===== src/socr_pkg.sv =====
// Package: register map, field layout and reset values of the output configuration bank
package socr_pkg;

    localparam logic [7:0] SOCR_ADDR_DATA_FORMAT = 8'h14;
    localparam logic [7:0] SOCR_ADDR_DRV_TERM = 8'h15;
    localparam logic [7:0] SOCR_ADDR_CLK_PHASE = 8'h16;
    localparam logic [7:0] SOCR_ADDR_PAT1_LO = 8'h19;
    localparam logic [7:0] SOCR_ADDR_PAT1_HI = 8'h1A;
    localparam logic [7:0] SOCR_ADDR_PAT2_LO = 8'h1B;
    localparam logic [7:0] SOCR_ADDR_PAT2_HI = 8'h1C;
    localparam logic [7:0] SOCR_ADDR_TEST_MODE = 8'h0D;

    localparam logic [7:0] SOCR_RST_DATA_FORMAT = 8'h00;
    localparam logic [7:0] SOCR_RST_DRV_TERM = 8'h00;
    localparam logic [7:0] SOCR_RST_CLK_PHASE = 8'h03;
    localparam logic [7:0] SOCR_RST_PATTERN = 8'h00;
    localparam logic [3:0] SOCR_RST_TEST_MODE = 4'h0;

    // Writable bits per register; the rest read zero
    localparam logic [7:0] SOCR_MASK_DATA_FORMAT = 8'h47;
    localparam logic [7:0] SOCR_MASK_DRV_TERM = 8'h30;
    localparam logic [7:0] SOCR_MASK_CLK_PHASE = 8'h0F;

    localparam int SOCR_FMT_LSB = 0;
    localparam int SOCR_FMT_MSB = 1;
    localparam int SOCR_INVERT_BIT = 2;
    localparam int SOCR_LOWSWING_BIT = 6;
    localparam int SOCR_TERM_LSB = 4;
    localparam int SOCR_TERM_MSB = 5;

    localparam logic [1:0] SOCR_FMT_OFFSET_BIN = 2'h0;
    localparam logic [1:0] SOCR_FMT_TWOS_COMP = 2'h1;
    localparam logic [3:0] SOCR_PHASE_MAX = 4'hA;
    localparam logic [3:0] SOCR_TEST_USER = 4'h8;
    localparam logic [3:0] SOCR_TEST_OFF = 4'h0;

    localparam int SOCR_DATA_W = 14;
    localparam int SOCR_PAT_W = 16;

endpackage : socr_pkg


===== src/socr_output_config.sv =====
// Output configuration register bank and the data path it steers
// What this block does
// - Format register resets zero; bits 1:0 format, bit 2 invert, bit 6 low swing
// - Phase register holds four-bit code 0 to 15, codes 0 to 10 legal, resets to code 3
// - Each phase code step moves the output clock another 60 degrees
// - Code 9 puts the clock 540 degrees after the data edge
// - Phase code picks divider phase; sample latching never changes
// - First pattern is 16 bits over two registers, both reset zero
// - Second pattern low byte register resets zero
// - Test mode 8 puts user patterns on outputs instead of samples
// - Second pattern high byte has its own register, reset zero
`timescale 1ns/1ps
module socr_output_config
    import socr_pkg::*;
(
    input wire logic CLK,
    input wire logic RSTN,
    input wire logic REG_WR,
    input wire logic [7:0] REG_ADDR,
    input wire logic [7:0] REG_WDATA,
    output logic [7:0] REG_RDATA,
    input wire logic SAMPLE_VALID,
    input wire logic [SOCR_DATA_W-1:0] SAMPLE_DATA,
    input wire logic [5:0] DIV_PHASES,
    output logic [SOCR_DATA_W-1:0] OUT_WORD,
    output logic OUT_VALID,
    output logic OUT_LOW_SWING,
    output logic [1:0] OUT_TERM,
    output logic SERIAL_BIT_CLOCK_OUT
);

    ////////////////////////////////////////////////////////////////////////
    // Registers

    logic [7:0] data_format_r;
    logic [7:0] drv_term_r;
    logic [7:0] clk_phase_r;
    logic [7:0] pat1_lo_r;
    logic [7:0] pat1_hi_r;
    logic [7:0] pat2_lo_r;
    logic [7:0] pat2_hi_r;
    logic [3:0] test_mode_r;
    logic pat_sel_r;

    // One strobe per register, so each flop block tests a single bit
    logic wr_format;
    logic wr_term;
    logic wr_phase;
    logic wr_pat1_lo;
    logic wr_pat1_hi;
    logic wr_pat2_lo;
    logic wr_pat2_hi;
    logic wr_test;

    ////////////////////////////////////////////////////////////////////////
    // Write decode
    // an unmapped address raises no strobe, so the write is dropped

    assign wr_format = REG_WR && (REG_ADDR == SOCR_ADDR_DATA_FORMAT);
    assign wr_term = REG_WR && (REG_ADDR == SOCR_ADDR_DRV_TERM);
    assign wr_phase = REG_WR && (REG_ADDR == SOCR_ADDR_CLK_PHASE);
    assign wr_pat1_lo = REG_WR && (REG_ADDR == SOCR_ADDR_PAT1_LO);
    assign wr_pat1_hi = REG_WR && (REG_ADDR == SOCR_ADDR_PAT1_HI);
    assign wr_pat2_lo = REG_WR && (REG_ADDR == SOCR_ADDR_PAT2_LO);
    assign wr_pat2_hi = REG_WR && (REG_ADDR == SOCR_ADDR_PAT2_HI);
    assign wr_test = REG_WR && (REG_ADDR == SOCR_ADDR_TEST_MODE);

    ////////////////////////////////////////////////////////////////////////
    // Register storage

    always_ff @(posedge CLK or negedge RSTN) begin
        if (!RSTN) begin
            data_format_r <= SOCR_RST_DATA_FORMAT;
        end else if (wr_format) begin
            data_format_r <= REG_WDATA & SOCR_MASK_DATA_FORMAT;
        end
    end

    // Termination field, bits 5:4 only
    always_ff @(posedge CLK or negedge RSTN) begin
        if (!RSTN) begin
            drv_term_r <= SOCR_RST_DRV_TERM;
        end else if (wr_term) begin
            drv_term_r <= REG_WDATA & SOCR_MASK_DRV_TERM;
        end
    end

    // phase code register, spare bits dropped
    always_ff @(posedge CLK or negedge RSTN) begin
        if (!RSTN) begin
            clk_phase_r <= SOCR_RST_CLK_PHASE;
        end else if (wr_phase) begin
            clk_phase_r <= REG_WDATA & SOCR_MASK_CLK_PHASE;
        end
    end

    always_ff @(posedge CLK or negedge RSTN) begin
        if (!RSTN) begin
            pat1_lo_r <= SOCR_RST_PATTERN;
        end else if (wr_pat1_lo) begin
            pat1_lo_r <= REG_WDATA;
        end
    end

    always_ff @(posedge CLK or negedge RSTN) begin
        if (!RSTN) begin
            pat1_hi_r <= SOCR_RST_PATTERN;
        end else if (wr_pat1_hi) begin
            pat1_hi_r <= REG_WDATA;
        end
    end

    always_ff @(posedge CLK or negedge RSTN) begin
        if (!RSTN) begin
            pat2_lo_r <= SOCR_RST_PATTERN;
        end else if (wr_pat2_lo) begin
            pat2_lo_r <= REG_WDATA;
        end
    end

    always_ff @(posedge CLK or negedge RSTN) begin
        if (!RSTN) begin
            pat2_hi_r <= SOCR_RST_PATTERN;
        end else if (wr_pat2_hi) begin
            pat2_hi_r <= REG_WDATA;
        end
    end

    // test output mode; only the user pattern code acts here
    always_ff @(posedge CLK or negedge RSTN) begin
        if (!RSTN) begin
            test_mode_r <= SOCR_RST_TEST_MODE;
        end else if (wr_test) begin
            test_mode_r <= REG_WDATA[3:0];
        end
    end

    ////////////////////////////////////////////////////////////////////////
    // Read back
    // unmapped addresses and spare bits read zero

    logic [7:0] test_mode_rd;
    assign test_mode_rd = {4'h0, test_mode_r};

    always_comb begin
        case (REG_ADDR)
            SOCR_ADDR_DATA_FORMAT: REG_RDATA = data_format_r;
            SOCR_ADDR_DRV_TERM: REG_RDATA = drv_term_r;
            SOCR_ADDR_CLK_PHASE: REG_RDATA = clk_phase_r;
            SOCR_ADDR_PAT1_LO: REG_RDATA = pat1_lo_r;
            SOCR_ADDR_PAT1_HI: REG_RDATA = pat1_hi_r;
            SOCR_ADDR_PAT2_LO: REG_RDATA = pat2_lo_r;
            SOCR_ADDR_PAT2_HI: REG_RDATA = pat2_hi_r;
            SOCR_ADDR_TEST_MODE: REG_RDATA = test_mode_rd;
            default: REG_RDATA = 8'h00;
        endcase
    end

    ////////////////////////////////////////////////////////////////////////
    // Output word path

    logic [SOCR_PAT_W-1:0] pat1_word;
    logic [SOCR_PAT_W-1:0] pat2_word;
    logic [SOCR_PAT_W-1:0] pat_word;
    logic [SOCR_DATA_W-1:0] twos_word;
    logic [SOCR_DATA_W-1:0] fmt_word;
    logic [SOCR_DATA_W-1:0] sel_word;
    logic [SOCR_DATA_W-1:0] word_nxt;
    logic fmt_twos;
    logic invert_on;
    logic user_mode;

    assign fmt_twos = (data_format_r[SOCR_FMT_MSB:SOCR_FMT_LSB] == SOCR_FMT_TWOS_COMP);
    assign invert_on = data_format_r[SOCR_INVERT_BIT];
    assign user_mode = (test_mode_r == SOCR_TEST_USER);
    // Two's complement is offset binary with the sign bit flipped
    assign twos_word = {~SAMPLE_DATA[SOCR_DATA_W-1], SAMPLE_DATA[SOCR_DATA_W-2:0]};

    // byte pairs form the two 16-bit patterns
    assign pat1_word = {pat1_hi_r, pat1_lo_r};
    assign pat2_word = {pat2_hi_r, pat2_lo_r};
    assign pat_word = pat_sel_r ? pat2_word : pat1_word;

    always_comb begin
        // format select; codes 10 and 11 fall back to offset binary
        case (data_format_r[SOCR_FMT_MSB:SOCR_FMT_LSB])
            SOCR_FMT_TWOS_COMP: fmt_word = twos_word;
            default: fmt_word = SAMPLE_DATA;
        endcase
    end

    // user pattern substitution; the top 14 of 16 bits go out
    always_comb begin
        if (user_mode) begin
            sel_word = pat_word[SOCR_PAT_W-1 -: SOCR_DATA_W];
        end else begin
            sel_word = fmt_word;
        end
    end

    // output inversion after pattern selection, one gate per bit
    for (genvar b = 0; b < SOCR_DATA_W; b++) begin : g_invert
        assign word_nxt[b] = sel_word[b] ^ invert_on;
    end

    // patterns alternate word by word, from pattern one on entry
    always_ff @(posedge CLK or negedge RSTN) begin
        if (!RSTN) begin
            pat_sel_r <= 1'b0;
        end else if (!user_mode) begin
            pat_sel_r <= 1'b0;
        end else if (SAMPLE_VALID) begin
            pat_sel_r <= ~pat_sel_r;
        end
    end

    ////////////////////////////////////////////////////////////////////////
    // Output registers

    // sample strobe delayed one cycle, whatever the phase code
    always_ff @(posedge CLK or negedge RSTN) begin
        if (!RSTN) begin
            OUT_VALID <= 1'b0;
        end else begin
            OUT_VALID <= SAMPLE_VALID;
        end
    end

    // word held between samples; latching ignores the phase code
    always_ff @(posedge CLK or negedge RSTN) begin
        if (!RSTN) begin
            OUT_WORD <= '0;
        end else if (SAMPLE_VALID) begin
            OUT_WORD <= word_nxt;
        end
    end

    ////////////////////////////////////////////////////////////////////////
    // Link settings
    // Registered so the pads only ever see settled values

    always_ff @(posedge CLK or negedge RSTN) begin
        if (!RSTN) begin
            OUT_LOW_SWING <= 1'b0;
        end else begin
            OUT_LOW_SWING <= data_format_r[SOCR_LOWSWING_BIT];
        end
    end

    // Termination setting to the drivers
    always_ff @(posedge CLK or negedge RSTN) begin
        if (!RSTN) begin
            OUT_TERM <= 2'h0;
        end else begin
            OUT_TERM <= drv_term_r[SOCR_TERM_MSB:SOCR_TERM_LSB];
        end
    end

    ////////////////////////////////////////////////////////////////////////
    // Output clock phase select
    // Phases 0..5 are 60 degree taps; codes 6..10 wrap a full bit later

    logic [3:0] phase_code;
    logic phase_legal;
    logic phase_wrapped;
    logic [2:0] wrap_idx;
    logic [2:0] tap_idx;
    logic [5:0] tap_hot;

    assign phase_code = clk_phase_r[3:0];
    // Codes above 10 are undefined; they fall back to the reset phase
    assign phase_legal = (phase_code <= SOCR_PHASE_MAX);
    assign phase_wrapped = (phase_code >= 4'h6);
    // One bit period later than the same tap below code 6
    assign wrap_idx = 3'(phase_code - 4'h6);

    always_comb begin
        // 60 degree steps; code 9 is 540 = tap 3 plus one bit
        if (!phase_legal) begin
            tap_idx = SOCR_RST_CLK_PHASE[2:0];
        end else if (phase_wrapped) begin
            tap_idx = wrap_idx;
        end else begin
            tap_idx = phase_code[2:0];
        end
    end

    // one gate per divider phase; only the chosen tap passes
    for (genvar t = 0; t < 6; t++) begin : g_tap
        assign tap_hot[t] = (tap_idx == 3'(t)) && DIV_PHASES[t];
    end

    // A code change may clip one clock pulse; change it while the link is idle
    assign SERIAL_BIT_CLOCK_OUT = |tap_hot;

endmodule : socr_output_config


===== config.mk =====
export PLATFORM = sky130hd
export DESIGN_NAME = socr_output_config
export DESIGN_NICKNAME = d
export VERILOG_FILES = /design/src/socr_pkg.sv /design/src/socr_output_config.sv
export SDC_FILE = /design/constraint.sdc
export NUM_CORES = 1
export LEC_CHECK = 0
export BUFFER_PORTS_ARGS = -buffer_cell sky130_fd_sc_hd__buf_2
export CAP_MARGIN = 20
export CORE_MARGIN = 3
export CORE_UTILIZATION = 40
export CTS_CLUSTER_DIAMETER = 30
export CTS_CLUSTER_SIZE = 8
export DETAILED_ROUTE_END_ITERATION = 8
export GPL_TIMING_DRIVEN = 0
export PLACE_DENSITY = 0.64
export SYNTH_ARGS = -nofsm -noshare
export SYNTH_HDL_FRONTEND = slang
export SYNTH_SLANG_ARGS = --single-unit

===== constraint.sdc =====
create_clock -name CLK -period 4.02 [get_ports CLK]
set_input_delay 1.005 -clock CLK [delete_from_list [all_inputs] [get_ports CLK]]
set_output_delay 1.005 -clock CLK [all_outputs]
set_load 0.02 [all_outputs]

==> key figures <==
Clocking
  – Clock root buffer: clkbuf_8
  – Postcts setup bufs: 0
  – Max Buffers Root-to-Sink: 2
  – Clock transition at path regs: ~0.060 ns
  – Clock Latency Late Sink: 0.34 ns
  – Gates resized, CTS repair: 0
  – Clk sinks: 65
  – Cts hold-fix bufs: 0
  – H-tree levels: 3
  – CTS tree: yes
  – CTS buffer count: 9

Synth
  – Seq cells post-synth: 65
  – Fraction of the yosys area taken by sequential cells: 0.4729
  – Synth Cell Area: 3445 um^2
  – Syn Inst Count: 312
  – Synth warn: 0
  – Asr flop ratio synth: 1.000
  – Avg Inst Size Synth: between 10 and 15 um^2
  – EDFF count, synth: 0
  – Top_reg_cell synth: dfrtp_1
  – Synth cell types: between 40 and 50
  – Syn_nets: ~350

STA
  – Max-slew violation count: 0
  – Final hold vios: 0
  – Setup TNS: 0 ns
  – Unrepaired setup endpoints after global routing: no
  – Tcrit/Tclk final: 0.9088
  – Finish-stage setup viols: 0
  – Crit path time final: ~3.7 ns
  – Slew margin rel.: 0.4617
  – Actual slew at the worst max-slew pin: 0.8075 ns
  – Skew final: 0.007603 ns
  – F_max: 0.2737 GHz

Layout
  – Cell area after layout: slightly above 4000 um^2
  – Finished Core Util: 0.4901
  – # nets final: roughly 430
  – Syn-to-layout area delta: 18.09%
  – Fill count: approximately 800
  – Antenna diodes: 0
  – Share of cells above drive strength 1: 0.3836

Die
  – Starting Density: 0.4150
  – Die height: between 90 and 100 um
  – FP Rows: 33
  – Area of the core: around 8300 um^2
  – Die W: ~99 um
  – I/O pin total: 67
  – Die ar.: 9760 um^2

Worst setup path
  – Crit path arrival time: 2.65 ns
  – Crit Path Class: input port to primary output
  – R2R cell count: 7
  – Worst Setup End Kind: primary output
  – Reg-to-reg endpoint: OUT_WORD[2]
  – Reg2reg start: test_mode_r[0]
  – R2R setup slack: 2.06 ns
  – Critical path launch point type: input port
  – Critical-path maximum fanout: 10
  – Worst endpoint required time: 3.01 ns

Drt
  – Wire length on met3: approximately 570 um
  – Wire per inst: roughly 17 um
  – Routed vias: around 2,600
  – DRC violation count after routing: 0
  – Max layer used: met4
  – M1 wire length: 3.812 mm
  – Final WL: between 8 and 9 mm
  – Starting DRT DRC Count: 95
  – Vias/cell: approximately 5.3
  – Metal2 WL: a little under 4 mm
  – Detail Route Antenna Nets: 0
  – Drt first pass iters: 4

Flow run
  – # Max-Cap Violations: 0

Power and ir drop
  – Power Internal: between 1 and 1.5 mW
  – Lkg Pwr: about 1.9 nW
  – Peak supply drop: 0.0001288 V
  – Net switching power: ~0.39 mW
  – Switching part of the total: 0.2724
  – Comb pwr share: 0.144
  – Pwr dens: around 350 nW/um^2
  – Sequential Power Share: 0.506
  – Clk pwr share: 0.351

Global route
  – First-pass GRT wire length: approximately 14 mm
  – Vias in the first global route: about 2,700
  – Gr usage total: 0.1803
  – Initial antenna violation count: 0
  – Largest net degree at the start of global routing: 66
  – Grt total ovfl: 0

Run status
  – Status: finished, final reports clean

Hold path
  – Hold Startpoint: data_format_r[6]
  – Hold endpoint: OUT_LOW_SWING
  – Hold Crit Class: flop to flop
  – Hold path depth: 0

Placement
  – Final HPWL from detailed placement: 6.128 mm
  – GPL Wtd Cong: 0.8969
  – Post-DP Area: between 3000 and 4000 um^2
  – IO Port Bufs: 63
per-stage QoR:
| stage | setup WS (ns) | power, mW | std cells | hold WS, ns |
|---|---|---|---|---|
| after global placement | 0.4063 | 0.9303 | 480 | 0.3812 |
| final | 0.3666 | 1.418 | 496 | 0.4098 |
| after CTS | 0.4019 | 1.431 | 496 | 0.4070 |
| after global routing | 0.2567 | 1.480 | 496 | 0.4196 |
| after detailed placement | 0.4079 | 0.9343 | 480 | 0.3933 |
| after floorplan | 0.6707 | 0.8506 | 312 | 0.3612 |
flip-flops by register name (all words and copies together), names as in the netlist, 2 cells and up:
| name | flops |
|---|---|
| test_mode_r | 4 |
| pat2_lo_r | 8 |
| clk_phase_r | 4 |
| data_format_r | 4 |
| pat1_hi_r | 8 |
| drv_term_r | 2 |
| pat2_hi_r | 8 |
| OUT_TERM | 2 |
| pat1_lo_r | 8 |
| OUT_WORD | 14 |
critical path, cell delays in order:
cell	delay (ns)
buf_2	0.11
nor3_2	0.38
and4b_1	0.30
buf_2	0.26
a22o_1	0.16
nand2_1	0.06
o211ai_1	0.16
buf_2	0.22
per-layer routing:
layer / vias to the layer above / global-route usage
met3: 11 / 0.05874
met2: 78 / 0.2903
met5: - / 0
met1: 1280 / 0.2386
met4: 0 / 0.03887
li1: 1273 / -
logic make-up (layout without fill, tap and decap cells):
logic type,count (synthesis),count (layout),synth area share
and+or+nand+nor,75,75,0.1184
xor gates and xnor gates,16,16,0.04068
muxes,68,68,0.2158
buffers and inverters,26,105,0.03596
adders and majority gates,1,1,0.003632
DFF,65,65,0.4729
AOI/OAI and AO/OA,61,61,0.1126
layout by cell type, fill, tap and decap left out, types with 8 or more instances in the layout:
master and instances:
mux2_2 50, xor2_1 15, nand3_1 8, a21oi_1 17
nor2_1 19, nand2_1 20, mux2i_1 18, dfrtp_1 63
clkbuf_8 11, buf_2 71, clkbuf_1 11, o21ai_0 20
power groups by stage:
stage	logic (mW)	clock network [mW]	registers (mW)
finish	0.204	0.497	0.717
global placement	0.203	0	0.727
CTS	0.206	0.508	0.717
global route	0.228	0.531	0.722
floorplan	0.106	0	0.744
detailed placement	0.205	0	0.729
Yosys cell counts, types with 2 or more instances:
library cell / count / area share
a21oi_1: 17 / 0.025
and4b_1: 2 / 0.0058
buf_2: 9 / 0.013
nor2_1: 19 / 0.021
nand2_1: 20 / 0.022
a221o_1: 2 / 0.0058
dfstp_2: 2 / 0.015
nand3_1: 8 / 0.012
nor3_2: 2 / 0.0058
a22o_1: 5 / 0.013
o21ai_0: 20 / 0.029
dfrtp_1: 63 / 0.46
a211oi_1: 2 / 0.0044
clkbuf_1: 9 / 0.0098
a32oi_1: 2 / 0.0051
buf_4: 2 / 0.0044
a31oi_1: 3 / 0.0054
and3_1: 4 / 0.0073
mux2i_1: 18 / 0.052
xor2_1: 15 / 0.038
a22oi_1: 2 / 0.0044
nor2b_1: 4 / 0.0073
a32o_1: 3 / 0.0087
and2_1: 2 / 0.0036
mux2_2: 50 / 0.16
inv_1: 4 / 0.0044
how the worst max path moves through the flow:
stage | to | start | slack [ns]
final | REG_RDATA[0] | REG_ADDR[5] | 0.37
after global routing | REG_RDATA[0] | REG_ADDR[5] | 0.26
after CTS | REG_RDATA[1] | REG_ADDR[5] | 0.40
after global placement | REG_RDATA[1] | REG_ADDR[5] | 0.41
after detailed placement | REG_RDATA[1] | REG_ADDR[5] | 0.41
after floorplan | REG_RDATA[1] | REG_ADDR[5] | 0.67
final cells by class:
type | count | area (um^2) | share of cell area
plain buffers | 22 | 108.9 | 0.02676
multi-input cells | 221 | 1692 | 0.4159
flip-flops and latches | 65 | 1629 | 0.4005
clock inverters | 3 | 15.01 | 0.003691
clock buffers | 13 | 158.9 | 0.03906
inverters | 4 | 15.01 | 0.003691
well taps | 105 | 131.4 | 0.03230
repair buffers | 63 | 317.8 | 0.07813
Power figures use the tool's default switching activity.
